--- src/core/cspd_pkg.sv ---
package cspd_pkg;
    // register byte addresses (low 16 bits of the map)
    localparam logic [15:0] ADDR_STANDBY_CONTROL = 16'hFF38;
    localparam logic [15:0] ADDR_SYSTEM_CLOCK_CONTROL = 16'hFF3A;
    localparam logic [15:0] ADDR_MODULE_STOP_HIGH = 16'hFF3C;
    localparam logic [15:0] ADDR_MODULE_STOP_LOW = 16'hFF3D;
    localparam logic [15:0] ADDR_POWER_STATUS = 16'hFF40;
    localparam logic [15:0] ADDR_POWER_COMMAND = 16'hFF44;

    localparam logic [7:0] RST_STANDBY_CONTROL = 8'h08;
    localparam logic [7:0] RST_SYSTEM_CLOCK_CONTROL = 8'h00;
    localparam logic [7:0] RST_MODULE_STOP_HIGH = 8'h3F;
    localparam logic [7:0] RST_MODULE_STOP_LOW = 8'hFF;

    // standby_control fields
    localparam int SBC_STANDBY_SELECT = 7;
    localparam int SBC_WAKE_WAIT_HI = 6;
    localparam int SBC_WAKE_WAIT_LO = 4;
    localparam int SBC_OUTPUT_HOLD = 3;
    localparam logic [7:0] SBC_WRITE_MASK = 8'hF9;
    // system_clock_control fields
    localparam int SCC_CLOCK_OUT_DISABLE = 7;
    localparam logic [7:0] SCC_WRITE_MASK = 8'hC7;

    // module stop bit positions of the modules reset in standby
    localparam int MODULE_STOP_BIT_ADC = 9;
    localparam int MODULE_STOP_BIT_SERIAL2 = 7;
    localparam int MODULE_STOP_BIT_SERIAL0 = 5;

    localparam int DIV_WIDTH = 5;
    localparam int WAIT_WIDTH = 19;
    // wake wait lengths in states, by wake_wait_select code
    localparam logic [18:0] WAIT_CODE0 = 19'h02000;
    localparam logic [18:0] WAIT_CODE1 = 19'h04000;
    localparam logic [18:0] WAIT_CODE2 = 19'h08000;
    localparam logic [18:0] WAIT_CODE3 = 19'h10000;
    localparam logic [18:0] WAIT_CODE4 = 19'h20000;
    localparam logic [18:0] WAIT_CODE5 = 19'h40000;
    localparam logic [18:0] WAIT_CODE7 = 19'h00010;
    localparam logic [18:0] WAIT_LAST = 19'h00001;

    // power_command bits
    localparam int CMD_HALT = 0;
    localparam int CMD_WAKE = 1;

    typedef enum logic [2:0] {
        CSPD_RUN = 3'b001,
        CSPD_STANDBY = 3'b010,
        CSPD_WAKE_WAIT = 3'b100
    } cspd_state_t;
endpackage

--- src/core/cspd_ctrl.sv ---
// Contract
// - clock pin: clock when enabled, high when disabled or standby, off in hw standby; the code keeps it driven while reset is also low.
// - select code 000 full speed, 001..101 divide by 2..32, 11x undefined.
// - a divider derives system clock /2, /4, /8, /16 and /32.
// - divided clock only reaches bus masters; other modules stay on full clock.
// - after reset the block is full speed with no power-down mode; the code leaves module stop bits 13..0 set (0x3FFF).
// - halt enters sleep when standby select is 0, software standby when 1.
// - standby select stays 1 after interrupt wake; software writes 0 to clear.
// - wake-wait code picks 8192..262144 states, 110 reserved, 111 gives 16.
// - in standby, bus outputs float when output hold is 0, else keep state.
// - serial and converter modules reset in module stop and standby; serial reset in module stop only when all three serial stop bits are set.
// - standby control loads 0x08 on reset and hw standby, kept in standby.
// - clock control loads 0x00 on reset and hw standby, kept in standby.
// - medium speed, sleep and module stop are independent controls.
// - standby control bits 2,1 read 0; bit 0 stored.
// - clock select change takes effect at end of the current bus cycle.
// - module stop bits act at end of the bus cycle.
// - interrupt wake waits the selected states before clocks resume.
//
// Register access over Avalon-MM was chosen for this implementation.
module cspd_ctrl (
    input wire logic i_clock,
    input wire logic i_rst_n,
    input wire logic i_hw_standby_n,
    input wire logic [15:0] i_address,
    input wire logic i_read,
    input wire logic i_write,
    input wire logic [31:0] i_writedata,
    output logic [31:0] o_readdata,
    output logic o_waitrequest,
    input wire logic i_bus_cycle_end,
    input wire logic i_halt,
    input wire logic i_ext_wake,
    output logic o_clock_pin,
    output logic o_clock_pin_oe,
    output logic o_master_clock_en,
    output logic o_module_clock_en,
    output logic o_sleep,
    output logic o_soft_standby,
    output logic o_bus_pins_oe_n,
    output logic [15:0] o_module_stop,
    output logic o_serial_reset,
    output logic o_adc_reset,
    output logic o_wake_irq
);
    logic [7:0] standby_control;
    logic [7:0] system_clock_control;
    logic [15:0] module_stop;
    logic [2:0] active_select;
    logic [15:0] active_stop;
    logic [4:0] div_count;
    logic [18:0] wait_count;
    logic sleep;
    logic phase;
    cspd_pkg::cspd_state_t state;
    logic init;
    logic wr_ack;
    logic rd_take;
    logic go_sleep;
    logic go_standby;
    logic halt_cmd;
    logic wake_cmd;
    logic halt_req;
    logic wake_req;
    logic next_master_en;

    function automatic logic [18:0] wait_states(input logic [2:0] code);
        case (code)
            3'h0: wait_states = cspd_pkg::WAIT_CODE0;
            3'h1: wait_states = cspd_pkg::WAIT_CODE1;
            3'h2: wait_states = cspd_pkg::WAIT_CODE2;
            3'h3: wait_states = cspd_pkg::WAIT_CODE3;
            3'h4: wait_states = cspd_pkg::WAIT_CODE4;
            3'h5: wait_states = cspd_pkg::WAIT_CODE5;
            3'h7: wait_states = cspd_pkg::WAIT_CODE7;
            default: wait_states = cspd_pkg::WAIT_CODE0;
        endcase
    endfunction

    // mask of divider bits that must be all ones for a tick
    function automatic logic [4:0] div_mask(input logic [2:0] code);
        case (code)
            3'h1: div_mask = 5'h01;
            3'h2: div_mask = 5'h03;
            3'h3: div_mask = 5'h07;
            3'h4: div_mask = 5'h0F;
            3'h5: div_mask = 5'h1F;
            default: div_mask = 5'h00;
        endcase
    endfunction

    assign init = !i_rst_n || !i_hw_standby_n;
    assign wr_ack = i_write && !o_waitrequest;
    // read data is fetched in the wait cycle so it stands when waitrequest drops
    assign rd_take = i_read && o_waitrequest;
    assign halt_cmd = wr_ack && i_address == cspd_pkg::ADDR_POWER_COMMAND
        && i_writedata[cspd_pkg::CMD_HALT];
    assign wake_cmd = wr_ack && i_address == cspd_pkg::ADDR_POWER_COMMAND
        && i_writedata[cspd_pkg::CMD_WAKE];
    assign halt_req = i_halt || halt_cmd;
    assign wake_req = i_ext_wake || wake_cmd;
    assign go_standby = state == cspd_pkg::CSPD_RUN && !sleep && halt_req
        && standby_control[cspd_pkg::SBC_STANDBY_SELECT];
    assign go_sleep = state == cspd_pkg::CSPD_RUN && !sleep && halt_req
        && !standby_control[cspd_pkg::SBC_STANDBY_SELECT];

    // one wait state per access
    always_ff @(posedge i_clock) begin
        if (!i_rst_n) begin
            o_waitrequest <= 1'b1;
        end else if ((i_read || i_write) && o_waitrequest) begin
            o_waitrequest <= 1'b0;
        end else begin
            o_waitrequest <= 1'b1;
        end
    end

    always_ff @(posedge i_clock) begin
        if (init) begin
            standby_control <= cspd_pkg::RST_STANDBY_CONTROL;
        end else if (wr_ack && i_address == cspd_pkg::ADDR_STANDBY_CONTROL) begin
            standby_control <= i_writedata[7:0] & cspd_pkg::SBC_WRITE_MASK;
        end
    end

    always_ff @(posedge i_clock) begin
        if (init) begin
            system_clock_control <= cspd_pkg::RST_SYSTEM_CLOCK_CONTROL;
        end else if (wr_ack && i_address == cspd_pkg::ADDR_SYSTEM_CLOCK_CONTROL) begin
            system_clock_control <= i_writedata[7:0] & cspd_pkg::SCC_WRITE_MASK;
        end
    end

    always_ff @(posedge i_clock) begin
        if (init) begin
            module_stop <= {cspd_pkg::RST_MODULE_STOP_HIGH, cspd_pkg::RST_MODULE_STOP_LOW};
        end else if (wr_ack) begin
            if (i_address == cspd_pkg::ADDR_MODULE_STOP_HIGH) begin
                module_stop[15:8] <= i_writedata[7:0];
            end else if (i_address == cspd_pkg::ADDR_MODULE_STOP_LOW) begin
                module_stop[7:0] <= i_writedata[7:0];
            end
        end
    end

    always_ff @(posedge i_clock) begin
        if (init) begin
            o_readdata <= 32'h0000_0000;
        end else if (rd_take) begin
            if (i_address == cspd_pkg::ADDR_STANDBY_CONTROL) begin
                o_readdata <= {24'h000000, standby_control};
            end else if (i_address == cspd_pkg::ADDR_SYSTEM_CLOCK_CONTROL) begin
                o_readdata <= {24'h000000, system_clock_control};
            end else if (i_address == cspd_pkg::ADDR_MODULE_STOP_HIGH) begin
                o_readdata <= {24'h000000, module_stop[15:8]};
            end else if (i_address == cspd_pkg::ADDR_MODULE_STOP_LOW) begin
                o_readdata <= {24'h000000, module_stop[7:0]};
            end else if (i_address == cspd_pkg::ADDR_POWER_STATUS) begin
                o_readdata <= {21'h000000, active_select, 5'h00, state == cspd_pkg::CSPD_WAKE_WAIT,
                    state == cspd_pkg::CSPD_STANDBY, sleep};
            end else begin
                o_readdata <= 32'h0000_0000;
            end
        end
    end

    // settings move to the active copy only at a bus cycle boundary
    always_ff @(posedge i_clock) begin
        if (init) begin
            active_select <= 3'h0;
        end else if (i_bus_cycle_end) begin
            active_select <= system_clock_control[2:0];
        end
    end

    always_ff @(posedge i_clock) begin
        if (init) begin
            active_stop <= {cspd_pkg::RST_MODULE_STOP_HIGH, cspd_pkg::RST_MODULE_STOP_LOW};
        end else if (i_bus_cycle_end) begin
            active_stop <= module_stop;
        end
    end

    always_ff @(posedge i_clock) begin
        if (init) begin
            div_count <= 5'h00;
        end else begin
            div_count <= div_count + 5'h01;
        end
    end

    // whole-cycle enable pulses, so a code switch never shortens a phase
    always_comb begin
        next_master_en = 1'b1;
        if (active_select >= 3'h6) begin
            next_master_en = 1'b0;
        end else if (active_select != 3'h0) begin
            next_master_en = (div_count & div_mask(active_select))
                == div_mask(active_select);
        end
    end

    always_ff @(posedge i_clock) begin
        if (init) begin
            o_master_clock_en <= 1'b1;
        end else begin
            o_master_clock_en <= next_master_en && state == cspd_pkg::CSPD_RUN && !sleep;
        end
    end

    always_ff @(posedge i_clock) begin
        if (init) begin
            o_module_clock_en <= 1'b1;
        end else begin
            o_module_clock_en <= state == cspd_pkg::CSPD_RUN;
        end
    end

    always_ff @(posedge i_clock) begin
        if (init) begin
            state <= cspd_pkg::CSPD_RUN;
        end else begin
            case (state)
                cspd_pkg::CSPD_RUN: begin
                    if (go_standby) begin
                        state <= cspd_pkg::CSPD_STANDBY;
                    end
                end
                cspd_pkg::CSPD_STANDBY: begin
                    if (wake_req) begin
                        state <= cspd_pkg::CSPD_WAKE_WAIT;
                    end
                end
                cspd_pkg::CSPD_WAKE_WAIT: begin
                    if (wait_count <= cspd_pkg::WAIT_LAST) begin
                        state <= cspd_pkg::CSPD_RUN;
                    end
                end
                default: begin
                    state <= cspd_pkg::CSPD_RUN;
                end
            endcase
        end
    end

    // a halt while asleep is ignored, so sleep and standby never overlap
    always_ff @(posedge i_clock) begin
        if (init) begin
            sleep <= 1'b0;
        end else if (sleep && wake_req) begin
            sleep <= 1'b0;
        end else if (go_sleep) begin
            sleep <= 1'b1;
        end
    end

    // stabilisation counter, loaded by the wake request that ends standby
    always_ff @(posedge i_clock) begin
        if (init) begin
            wait_count <= 19'h00000;
        end else if (state == cspd_pkg::CSPD_STANDBY && wake_req) begin
            wait_count <= wait_states(
                standby_control[cspd_pkg::SBC_WAKE_WAIT_HI:cspd_pkg::SBC_WAKE_WAIT_LO]);
        end else if (state == cspd_pkg::CSPD_WAKE_WAIT && wait_count > cspd_pkg::WAIT_LAST) begin
            wait_count <= wait_count - 19'h00001;
        end
    end

    always_ff @(posedge i_clock) begin
        if (init) begin
            o_wake_irq <= 1'b0;
        end else begin
            o_wake_irq <= state == cspd_pkg::CSPD_WAKE_WAIT && wait_count <= 19'd1;
        end
    end

    always_ff @(posedge i_clock) begin
        if (init) begin
            o_sleep <= 1'b0;
        end else begin
            o_sleep <= sleep;
        end
    end

    always_ff @(posedge i_clock) begin
        if (init) begin
            o_soft_standby <= 1'b0;
        end else begin
            o_soft_standby <= state != cspd_pkg::CSPD_RUN;
        end
    end

    always_ff @(posedge i_clock) begin
        if (init) begin
            o_bus_pins_oe_n <= 1'b0;
        end else begin
            o_bus_pins_oe_n <= state != cspd_pkg::CSPD_RUN
                && !standby_control[cspd_pkg::SBC_OUTPUT_HOLD];
        end
    end

    always_ff @(posedge i_clock) begin
        if (init) begin
            o_module_stop <= {cspd_pkg::RST_MODULE_STOP_HIGH, cspd_pkg::RST_MODULE_STOP_LOW};
        end else begin
            o_module_stop <= active_stop;
        end
    end

    always_ff @(posedge i_clock) begin
        if (init) begin
            o_serial_reset <= 1'b1;
        end else begin
            o_serial_reset <= state != cspd_pkg::CSPD_RUN
                || &active_stop[cspd_pkg::MODULE_STOP_BIT_SERIAL2:cspd_pkg::MODULE_STOP_BIT_SERIAL0];
        end
    end

    always_ff @(posedge i_clock) begin
        if (init) begin
            o_adc_reset <= 1'b1;
        end else begin
            o_adc_reset <= state != cspd_pkg::CSPD_RUN || active_stop[cspd_pkg::MODULE_STOP_BIT_ADC];
        end
    end

    // clock pin shows system clock as a half-rate toggle
    always_ff @(posedge i_clock) begin
        if (!i_rst_n) begin
            phase <= 1'b0;
        end else begin
            phase <= !phase;
        end
    end

    always_ff @(posedge i_clock) begin
        if (!i_rst_n) begin
            o_clock_pin_oe <= 1'b1;
        end else begin
            o_clock_pin_oe <= i_hw_standby_n;
        end
    end

    // held high in hardware standby so the floating pin has a known level
    always_ff @(posedge i_clock) begin
        if (!i_rst_n || !i_hw_standby_n) begin
            o_clock_pin <= 1'b1;
        end else begin
            o_clock_pin <= system_clock_control[cspd_pkg::SCC_CLOCK_OUT_DISABLE]
                || state != cspd_pkg::CSPD_RUN || phase;
        end
    end
endmodule

--- config.mk ---
export PLATFORM = sky130hd
export DESIGN_NAME = cspd_ctrl
export DESIGN_NICKNAME = d
export VERILOG_FILES = /design/src/core/cspd_pkg.sv /design/src/core/cspd_ctrl.sv
export SDC_FILE = /design/constraint.sdc
export NUM_CORES = 1
export LEC_CHECK = 0
export ABC_AREA = 1
export ABC_CLOCK_PERIOD_IN_PS = 3470
export BUFFER_PORTS_ARGS = -buffer_cell sky130_fd_sc_hd__buf_4
export CAP_MARGIN = 20
export CELL_PAD_IN_SITES_DETAIL_PLACEMENT = 0
export CELL_PAD_IN_SITES_GLOBAL_PLACEMENT = 1
export CORE_MARGIN = 2
export CORE_UTILIZATION = 42
export CTS_CLUSTER_DIAMETER = 30
export DETAILED_ROUTE_END_ITERATION = 6
export PLACE_DENSITY_LB_ADDON = 0.25
export SYNTH_ARGS = -nofsm -noshare
export SYNTH_HDL_FRONTEND = slang
export SYNTH_SLANG_ARGS = --single-unit
--- constraint.sdc ---
create_clock -name i_clock -period 3.47 [get_ports i_clock]
set_input_delay 0.694 -clock i_clock [delete_from_list [all_inputs] [get_ports i_clock]]
set_output_delay 0.694 -clock i_clock [all_outputs]
set_load 0.03 [all_outputs]
Word-level counts from Yosys, hierarchy flattened
Index checks and enable logic that the tools add are counted.
W data, S select, Z words.

operators by class
  $lt $le $gt $ge = 3
  muxes and demuxes = 18
  reduce and logical (&&, ||, !) cells = 41
  add/subtract/negate cells = 2
  eq/ne operators = 25
  bitwise gates (word level) = 2

operators with widths
  operator                 count
  $pmux W19 S6             1
  $eq A16 B16 Y1 const B   6
  $mux W11                 5
  $mux W19                 2
  $pmux W5 S5              1
  $gt A19 B1 Y1 const B    1
  $le A19 B1 Y1 const B    1
  $logic_and A1 B1 Y1      19
  $sub A19 B1 Y19 const B  1
  $eq A3 B3 Y1 const B     6
  $eq A3 B2 Y1 const B     5
  $mux W5                  2
  $eq A3 B1 Y1 const B     3
  $mux W3                  3
  $pmux W3 S3              1
  $reduce_and A3 Y1        3
  $logic_or A1 B1 Y1       8
  $logic_not A1 Y1         7
  $add A5 B1 Y5 const B    1
  $and A5 B5 Y5            1
  $eq A5 B5 Y1             1
  $ne A2 B2 Y1 const B     2
  $ge A3 B3 Y1 const B     1
  $mux W1                  3
  7 further kinds          7

storage, ports and cells
  output and inout port bits = 59
  bits of input ports = 56
  register bits after elaboration = 134
  logic and storage cells = 115

Depth between registers and ports, before layout
Gate-level depths: netlist (run 1).

  word-level depth = 10
  mapped depth = 12
  depth with buffers taken out = 12

Worst setup path after synthesis (run 1)
No wires, ideal clock.

  path type = input-to-reg
  start = input port i_address[5]
  end = register wait_count[16]
  required time = 3.353 ns
  stages on the path = 10
  setup slack = 1.680 ns
  setup time = 0.117 ns
  arrival = 1.673 ns
  cells stage by stage = nor2_1 -> nand3b_1 -> nor2_4 -> nand3_2 -> nand2_4 -> nand2_4 -> buf_6 -> o21a_1 -> nor2_1 -> nor2_1

on the way
  longest elaborated chain between the ends = 6
  elaborated cells on any way between the ends = 7

ends and longest elaborated chain
  what                                                   RTL line          RTL
  start: declaration                                     cspd_ctrl.sv:25   input wire logic [15:0] i_address,
  $eq A16 B16 Y1 (*)                                     cspd_ctrl.sv:98   assign wake_cmd = wr_ack && i_address == cspd_pkg::ADDR_POWER_COMMAND
  $logic_and A1 B1 Y1 (*)                                cspd_ctrl.sv:98
  $logic_and A1 B1 Y1 (*)                                cspd_ctrl.sv:99   && i_writedata[cspd_pkg::CMD_WAKE];
  $logic_or A1 B1 Y1 (*)                                 cspd_ctrl.sv:101  assign wake_req = i_ext_wake || wake_cmd;
  $logic_and A1 B1 Y1 (*)                                cspd_ctrl.sv:261  end else if (state == cspd_pkg::CSPD_STANDBY && wake_req) begin
  $mux W19 / $reduce_bool A2 Y1 (equally long branches)  n/a
  end signal: assignment                                 cspd_ctrl.sv:262  wait_count <= wait_states(
  end signal: assignment                                 cspd_ctrl.sv:265  wait_count <= wait_count - 19'h00001;
  end: declaration                                       cspd_ctrl.sv:52   logic [18:0] wait_count;

Every way passes the cells marked *; elsewhere a longest branch is shown, timed or not.
A chain may end at the register's enable or synchronous reset.

Worst setup path after layout (run 1)
  start = input port i_address[7]
  end = register standby_control[6]

on the way
  longest elaborated chain between the ends = 2

ends and longest elaborated chain
  what                    RTL line          RTL
  $eq A16 B16 Y1          cspd_ctrl.sv:121  end else if (wr_ack && i_address == cspd_pkg::ADDR_STANDBY_CONTROL) begin
  $logic_and A1 B1 Y1     cspd_ctrl.sv:121
  end signal: assignment  cspd_ctrl.sv:120  standby_control <= cspd_pkg::RST_STANDBY_CONTROL;
  end signal: assignment  cspd_ctrl.sv:122  standby_control <= i_writedata[7:0] & cspd_pkg::SBC_WRITE_MASK;
  end: declaration        cspd_ctrl.sv:46   logic [7:0] standby_control;

No other way between the ends.

==> results of run 1 <==
-- path summary, 6_finish.rpt --
| path | startpoint | end | slack (ns) | cells past startpoint |
|---|---|---|---|---|
| worst min-delay path | standby_control[3] | o_bus_pins_oe_n | 0.44 | 1 |
| worst max-delay path | i_address[7] | standby_control[6] | 1.58 | 9 |
| worst min register to register | standby_control[3] | o_bus_pins_oe_n | 0.44 | 1 |
| worst max register to register | wait_count[1] | wait_count[14] | 1.67 | 10 |
-- area by class of cell --
cell class | count | area [um2]
well taps | 147 | 184
repair buffers | 71 | 533
clock inverters | 8 | 103
clock buffers | 23 | 498
inverters | 81 | 307
fillers | 1176 | 5650
multi-input cells | 468 | 2330
flip-flops and latches | 113 | 2260
-- flip-flops by register name, indices dropped and copies added (netlist names), 3 cells and up --
signal                count
active_select             3
o_readdata               11
o_module_stop            16
standby_control           6
module_stop              16
system_clock_control      5
div_count                 5
state                     3
wait_count               19
active_stop              16
-- worst register-to-register path: cells and delay by family, from the launching register on --
family,cells,cell delay [ns]
fa+ha+maj,1,0.16
flops,1,0.31
simple gates,7,1.02
buf+inv,2,0.22
-- placed cells by master (no fill, tap or decap), types with 3 or more instances in the layout --
master and instances:
or2_2 13, nand2_4 3, conb_1 21, nand2_1 133, inv_2 4, nand3_1 49, o21ai_1 3, nor3_1 10
inv_1 75, nor3_2 3, clkbuf_16 17, a21oi_1 32, nor2_1 82, clkbuf_8 5, a211oi_1 5, buf_4 71
o21ai_0 40, nor2_2 8, o211ai_1 27, nand4_1 9, nand3b_1 3, dfxtp_1 113, ha_1 3
-- metrics by stage --
stage | total power [mW] | cells
3_3_place_gp | 1.54 | 880
4_1_cts | 3.28 | 911
5_1_grt | 3.36 | 911
3_5_place_dp | 1.54 | 880
6_report | 3.25 | 911
2_1_floorplan | 1.49 | 701
-- metal layers --
| metal | up-vias | track usage, % | part of all wire, % |
|---|---|---|---|
| met5 | - | 0 | 0 |
| met4 | 0 | 9.51 | 2.1 |
| met3 | 21 | 4.84 | 5.2 |
| met2 | 132 | 32.6 | 45 |
| met1 | 2069 | 28.2 | 48 |
| li1 | 2327 | - | - |
-- logic make-up after synthesis --
| kind of cell | share of synthesized area (%) |
|---|---|
| flip-flops | 44.7 |
| buffers and inverters | 10.7 |
| XOR/XNOR | 0.693 |
| other | 0.0741 |
| AND/OR/NAND/NOR | 29.7 |
| AO/OA/AOI/OAI | 13.3 |
| adder cells (fa/ha/maj) | 0.742 |
-- power by group through the flow --
| stage | logic, mW | clock network (mW) | registers, mW |
|---|---|---|---|
| 3_3_place_gp | 0.186 | 0 | 1.35 |
| 5_1_grt | 0.206 | 1.82 | 1.33 |
| 6_report | 0.187 | 1.74 | 1.33 |
| 4_1_cts | 0.188 | 1.77 | 1.33 |
| 2_1_floorplan | 0.118 | 0 | 1.37 |
| 3_5_place_dp | 0.187 | 0 | 1.35 |
==> run summary, run 1 <==
Postcts setup bufs -> 0
Residual DRC -> 0
Asr flop ratio synth -> 0%
Max Transition Viols Final -> 0
Initial drt markers -> 269
H-Tree Depth -> 4
Yosys top cell area share -> 44.7%
Worst Skew -> 0.00577 ns
Worst slew pin tran -> 0.651 ns
Root buffer cell -> clkbuf_16
Detailed-route via count -> 4,549
Hold Path Class -> reg2reg
Avg WL per Cell -> 14.0 um
Die footprint -> 12,900 um2
Initial Utilization -> 42.7%
CP Max Fanout -> 10
Total GRT Usage -> 21.1%
Fin area -> 6220 um2
Worst path bufs/invs -> 3
Rows -> 40
Nets -> 811
Final worst slack -> 1.58 ns
Mapped Area -> 5060 um2
I/O Buffers -> 69
CTS Hold Buffers Added -> 0
Hold WS -> 0.441 ns
RSZ-0062 raised after global routing -> false
Internal power -> 2.52 mW
GR Overflow Total -> 0
Syn Inst Count -> 681
Reg clk slew, reported paths -> 0.05 ns
Share of cells above drive strength 1 -> 18.8%
CP top delay family -> simple AND/OR/NAND/NOR gates
Synth Warn # -> 0
Synthesis-to-finish area growth -> 22.8%
Die Y-Extent -> 114 um
DP Wirelength -> 9.27 mm
Leakage power -> 2.91 nW
Critical Path Sink Type -> register
Seq pwr share -> 40.8%
Post-synth top cells -> nand2_1, dfxtp_1, nor2_1
Max-Slew Margin vs Limit -> 56.5%
Largest net degree at the start of global routing -> 58
Worst VDD drop -> 231 uV
Fin crit share -> 54.5%
Maxcap violations -> 0
Sequential cell area fraction in the yosys report -> 44.7%
# setup viols final -> 0
First-pass iteration count of the detailed router -> 5
Fin util -> 52.4%
Longest Clk Path Bufs -> 2
Status -> finished, final reports clean
# resized after CTS -> 0
Total wire length -> 12.8 mm
F_max -> 529 MHz
Post-DP Area -> 5620 um2
Initial antenna violation count -> 0
Synthesized flop and latch total -> 113
Slowest stage delay, CP -> 0.30 ns
Syn_area_per_cell -> 7.43 um2
Count leader, synth -> nand2_1
TNS Setup -> 0 ns
Vias per cell -> 4.99
Dpl ws -> 1.17 ns
Critical Path, Cell by Cell -> buf_4 > nor2_1 > nand3_1 > inv_2 > nand3_1 > nor2_1 > inv_2 > o21ai_0 > a21oi_1
Post-synth EDFFs -> 0
Total CTS buffers -> 17
Io pins -> 115
Dominant cells by area after synthesis -> dfxtp_1, nand2_1, nor2_1
GP Congestion -> 0.885
Setup CP Type -> in2reg
Die width -> 114 um
Fin crit period -> 1.89 ns
Worst setup SP type -> primary input
Critical Path AT -> 2.18 ns
Clock power share -> 53.4%
CTS tree -> yes
Core Box Area -> 11,900 um2
Distinct cells, synth -> 43
First-pass GRT wire length -> 21.2 mm
Most used DFF post-synth -> dfxtp_1
Sw Share -> 22.5%
Worst path required time -> 3.76 ns
Number of global-route vias before repair -> 4,306
Combinational share of power -> 5.8%
CP max-delay cell -> nor2_1
Psw -> 731 uW
Clock latency on the worst-skew pair -> 0.41 ns
P per Cell Area -> 523 nW/um2
Post-route ant nets -> 0
Ant diodes -> 0
Area leader, netlist -> dfxtp_1
# clock sinks -> 113
Final Hold Viols -> 0
Note: power is estimated with default switching activity, not from simulation.
==> run 2: changes to the inputs <==
- ABC_CLOCK_PERIOD_IN_PS: 3470 -> 1800
- CORE_UTILIZATION: 42 -> 39
- clock period: 3.47 -> 1.8 ns (I/O delays scaled with it)
==> run 2 against run 1 <==
Net effect:
- clock power is 110% higher
- core utilization is 1.1 points lower
- non-clock buffer count is 19 higher
- total power is 100% higher
- register-to-register slack worse by 1.5 ns
- cell count is 4.9% higher
- sequential share of layout area is 1.4 points lower
- design area is 4.1% higher
- clock skew is 0.0022 ns higher
- sequential power is 92% higher
==> run summary, run 2 (synthesis results as in run 1) <==
GRT met2 Usage -> 27.7% (-4.8 points)
Critical Path AT -> 1.97 ns (-0.21 ns)
Residual DRC -> 0 (unchanged)
TNS Setup -> 0 ns (unchanged)
Hold Path Origin -> i_rst_n
Total GRT Usage -> 18.6% (-2.4 points)
Post-DP Area -> 5810 um2 (+3.5%)
Worst slew pin tran -> 0.508 ns (-0.143 ns)
Leakage power -> 3.03 nW (+4.1%)
Worst setup SP type -> register
Largest Register -> wait_count
Fin crit share -> 92.3%
RSZ-0062 raised after global routing -> false
Total wire length -> 12.7 mm (-0.98%)
Max-Slew Margin vs Limit -> 66.1% (+9.6 points)
Global routing's busiest layer -> met2
Worst Skew -> 0.00797 ns (+0.00220 ns)
Detailed-route via count -> 4,624 (+1.6%)
Fin crit period -> 1.66 ns
Initial antenna violation count -> 0 (unchanged)
GP Congestion -> 0.834 (-5.9%)
DP Wirelength -> 9.28 mm (about the same)
Crit. Startpoint -> wait_count[14]
Hold Path Class -> in2reg
Maxcap violations -> 0 (unchanged)
Worst VDD drop -> 509 uV (+120%)
Fin area -> 6470 um2 (+4.1%)
Vias per cell -> 4.84 (-3.1%)
Max reg flops -> 19 (unchanged)
Initial drt markers -> 356 (+32%)
Ant diodes -> 0 (unchanged)
Avg WL per Cell -> 13.3 um (-5.6%)
# clock sinks -> 113 (unchanged)
Largest net degree at the start of global routing -> 57 (-1.7%)
Die width -> 118 um (+3.6%)
Share of cells above drive strength 1 -> 21.3% (+2.5 points)
Slack of the worst reg-to-reg path -> 0.14 ns (-1.53 ns)
Met1 usage -> 25.3% (-2.9 points)
Hold WS -> 0.135 ns (-0.305 ns)
First-pass GRT wire length -> 20.3 mm (-4.2%)
Die footprint -> 13,900 um2 (+7.4%)
P per Cell Area -> 1010 nW/um2 (+93%)
Postcts setup bufs -> 0 (unchanged)
Fin util -> 51.3% (-1.1 points)
Reg clk slew, reported paths -> 0.06 ns (about the same)
Worst Reg2Reg Path Length in Cells -> 10 (unchanged)
Root buffer cell -> clkbuf_16
Met3 global-route usage -> 5.33% (+0.49 points)
Rows -> 41 (+2.5%)
First-pass iteration count of the detailed router -> 6 (+1)
Core Box Area -> 12,600 um2 (+6.4%)
I/O Buffers -> 69 (unchanged)
Longest Clk Path Bufs -> 2 (unchanged)
GR Overflow Total -> 0 (unchanged)
Post-route ant nets -> 0 (unchanged)
Nets -> 830 (+2.3%)
Total CTS buffers -> 17 (unchanged)
Clock latency on the worst-skew pair -> 0.41 ns (about the same)
Worst r2r src -> wait_count[14]
Status -> finished, final reports clean
H-Tree Depth -> 4 (unchanged)
CTS tree -> yes
CP Max Fanout -> 10 (unchanged)
Worst Setup EP -> wait_count[14]
Number of global-route vias before repair -> 4,120 (-4.3%)
Setup CP Type -> reg2reg
# setup viols final -> 0 (unchanged)
Worst path required time -> 2.11 ns (-1.65 ns)
Critical Path Sink Type -> register
Most frequent cells in the layout -> nand2_1, dfxtp_1, buf_4
R2r endpoint -> wait_count[14]
Initial Utilization -> 40.1% (-2.6 points)
Commonest non-fill, non-tap cell in the layout -> nand2_1
Die Y-Extent -> 118 um (+3.6%)
F_max -> 602 MHz
Max Transition Viols Final -> 0 (unchanged)
Final Hold Viols -> 0 (unchanged)
Synthesis-to-finish area growth -> 27.9%
Io pins -> 115 (unchanged)
[run 2: changes by cell type in the layout (fill, tap and decap cells not counted), sizes merged]
cell      previous run  this run
inv                 80        84
clkinv               5         2
buf                 71        90
bufinv               2         4
clkinvlp             2         5
clkbuf              23        18
[run 2: where the power goes]
group	leakage (nW)	switching [mW]	internal [mW]	total, mW
clock	0.296	1.24	2.37	3.60
combinational	1.82	0.254	0.124	0.377
sequential	0.916	0.0181	2.54	2.55
total	3.03	1.51	5.03	6.53
[run 2: timing repair]
item / CTS / global route
hold buffers: 0 / 0
endpoints found under the setup margin: 0 / 4
resized for setup: 0 / 3
[run 2: how the worst min path moves through the flow]
stage                                  to  slack [ns]  depth (start not counted)
final                      o_clock_pin_oe        0.14                          2
after global routing       o_clock_pin_oe        0.13                          2
after CTS                  o_clock_pin_oe        0.12                          2
after detailed placement  o_bus_pins_oe_n        0.42                          1
after global placement    o_bus_pins_oe_n        0.42                          1
after floorplan                     phase        0.39                          1
[run 2: per-stage QoR]
step	power (mW)	worst slack [ns]	std cells
finish	6.53	0.139	956
global route	6.75	0.0139	956
CTS	6.59	0.114	956
detailed placement	2.99	0.0203	924
global placement	2.98	0.0547	924
floorplan	2.86	0.320	701
[run 2: layer usage]
metal | part of all wire [%] | vias to the layer above
li1 | - | 2369
met1 | 49 | 2107
met2 | 44 | 127
met3 | 5.9 | 21
met4 | 1.9 | 0
met5 | 0 | -
[run 2: critical path, stage by stage (launching register included)]
cell and delay [ns]:
dfxtp_1 0.34, nor2_1 0.23, nand2_1 0.08, nor2_1 0.18, nand4_2 0.15, nand3_4 0.17, nand2_4 0.14, inv_4 0.12
nor2_4 0.05, nand2_1 0.07, nand2_1 0.05
[run 2: cell type report]
type	count	area, um2
fill	1271	6150
multi-input combinational	468	2350
sequential	113	2260
clock inverter	14	201
timing repair buffer	90	701
clock buffer	18	439
inverter	81	307
tap	172	215
==> run 3: changes to the inputs <==
- GPL_TIMING_DRIVEN: default -> 0
==> run 3 against run 2 <==
Net effect:
- combinational power is 9.3% higher
- worst setup slack improved by 0.0032 ns
- design area grew 1.1%
- cell count increased by 2.0%
- clock skew decreased by 0.0023 ns
- global-route usage rose by 1.5 points
- largest power group unchanged
==> run summary, run 3 (synthesis results as in run 1) <==
Commonest non-fill, non-tap cell in the layout -> nand2_1
Reg clk slew, reported paths -> 0.05 ns (about the same)
Worst setup SP type -> register
Total wire length -> 13.6 mm (+7.4%)
Total CTS buffers -> 17 (unchanged)
Global routing's busiest layer -> met2
GP Congestion -> 0.879 (+5.4%)
Worst r2r src -> wait_count[11]
Detailed-route via count -> 4,696 (+1.6%)
Avg WL per Cell -> 14.0 um (+5.3%)
Status -> finished, final reports clean
Slowest stage delay, CP -> 0.37 ns (+0.03 ns)
Core Box Area -> 12,600 um2 (unchanged)
First-pass GRT wire length -> 21.9 mm (+7.6%)
Fin crit period -> 1.66 ns (-0.00325 ns)
DP Wirelength -> 10.4 mm (+12%)
Final worst slack -> 0.142 ns (+0.00325 ns)
Overall Power -> 6.48 mW (-0.76%)
Seq. cell area -> 2260 um2 (unchanged)
Ant diodes -> 0 (unchanged)
Most frequent cells in the layout -> nand2_1, dfxtp_1, buf_4
Hold Path Origin -> i_rst_n
Dpl ws -> -0.122 ns (-0.142 ns)
RSZ-0062 raised after global routing -> false
Critical Path, Cell by Cell -> nor2_2 > nand2_1 > nor2_2 > nand4_2 > nand3_4 > nand2_4 > inv_4 > nor2_4 > nand2_1 > nand2_1
Nets -> 849 (+2.3%)
Worst VDD drop -> 636 uV (+25%)
Largest net degree at the start of global routing -> 17 (-70%)
CTS tree -> yes
Io pins -> 115 (unchanged)
Max reg flops -> 19 (unchanged)
CP Max Fanout -> 10 (unchanged)
Share of cells above drive strength 1 -> 21.9% (+0.62 points)
I/O Buffers -> 69 (unchanged)
Residual DRC -> 0 (unchanged)
P per Cell Area -> 991 nW/um2 (-1.8%)
Synthesis-to-finish area growth -> 29.3%
Largest Register -> wait_count
Multi-input logic area -> 2360 um2 (+0.59%)
Fin util -> 51.8% (+0.57 points)
Total GRT Usage -> 20.2% (+1.5 points)
Vias per cell -> 4.82 (-0.42%)
Worst slew pin tran -> 0.638 ns (+0.130 ns)
Met1 usage -> 28.0% (+2.7 points)
Crit. Startpoint -> wait_count[11]
CP max-delay cell -> dfxtp_1
Initial Utilization -> 40.1% (unchanged)
Max Transition Viols Final -> 0 (unchanged)
Longest Clk Path Bufs -> 2 (unchanged)
Clock latency on the worst-skew pair -> 0.41 ns (about the same)
# fillers -> 1,264 (-0.55%)
Die Y-Extent -> 118 um (unchanged)
Rows -> 41 (unchanged)
Critical Path Sink Type -> register
F_max -> 603 MHz (+0.20%)
Setup CP Type -> reg2reg
Number of global-route vias before repair -> 4,268 (+3.6%)
Root buffer cell -> clkbuf_16
H-Tree Depth -> 4 (unchanged)
# setup viols final -> 0 (unchanged)
Critical Path AT -> 1.96 ns (about the same)
Post-route ant nets -> 0 (unchanged)
GRT met2 Usage -> 29.7% (+2.0 points)
Fin crit share -> 92.1% (-0.18 points)
Die footprint -> 13,900 um2 (unchanged)
Worst path required time -> 2.10 ns (about the same)
Maxcap violations -> 0 (unchanged)
Die width -> 118 um (unchanged)
CP most frequent cell -> nand2_1
Initial antenna violation count -> 0 (unchanged)
First-pass iteration count of the detailed router -> 5 (-1)
Worst Skew -> 0.00569 ns (-0.00228 ns)
Initial drt markers -> 284 (-20%)
Final Hold Viols -> 0 (unchanged)
Hold Path Class -> in2reg
# clock sinks -> 113 (unchanged)
GR Overflow Total -> 0 (unchanged)
Max-Slew Margin vs Limit -> 57.5% (-8.6 points)
Met3 global-route usage -> 5.14% (-0.19 points)
Leakage power -> 3.08 nW (+1.7%)
[run 3: changes by cell type in the layout (fill, tap and decap cells not counted), sizes merged]
cell and delta:
bufinv -1, buf +6, clkinvlp -2, clkinv +3, clkbuf +16, inv -3
[run 3: final timing paths]
kind	end	slack (ns)	depth (start not counted)
worst max-delay path	wait_count[18]	0.14	10
worst min-delay path	o_clock_pin_oe	0.14	2
worst max register to register	wait_count[18]	0.14	10
worst min register to register	o_module_stop[15]	0.44	2
[run 3: timing repair]
| action | CTS | global route |
|---|---|---|
| setup endpoints to repair | 0 | 18 |
| hold buffers | 0 | 0 |
| gates resized for setup | 0 | 7 |
| setup buffers | 0 | 2 |
[run 3: final cells by class]
type | count | share of cell area (%)
Inverter | 81 | 4.69
Clock inverter | 11 | 2.33
Multi-Input combinational cell | 468 | 36.1
Sequential cell | 113 | 34.6
Clock buffer | 21 | 7.34
Buffer | 38 | 3.56
Timing Repair Buffer | 71 | 8.15
Tap cell | 172 | 3.29
[run 3: critical path, delay by kind of cell (launching register included)]
family / cells / cell delay, ns
flip-flops: 1 / 0.37
AND/OR/NAND/NOR: 9 / 1.07
buffers and inverters: 1 / 0.11
[run 3: power breakdown]
group | leakage, nW | internal [mW] | total, mW | switching (mW)
Combinational | 1.86 | 0.143 | 0.412 | 0.270
Clock | 0.302 | 2.33 | 3.52 | 1.19
Sequential | 0.916 | 2.54 | 2.56 | 0.0195
[run 3: metrics by stage]
stage	TNS [ns]	cells	hold slack, ns	area [um2]
2_1_floorplan	0	701	0.390	5130
3_3_place_gp	-2.06	942	0.426	5870
3_5_place_dp	-2.48	942	0.429	5870
4_1_cts	0	974	0.128	6500
5_1_grt	0	975	0.130	6540
6_report	0	975	0.137	6540
[run 3: layer usage]
| layer | vias up | share of wire, % |
|---|---|---|
| met2 | 142 | 43 |
| met1 | 2132 | 49 |
| met5 | - | 0 |
| li1 | 2403 | - |
| met4 | 0 | 1.6 |
| met3 | 19 | 6.8 |
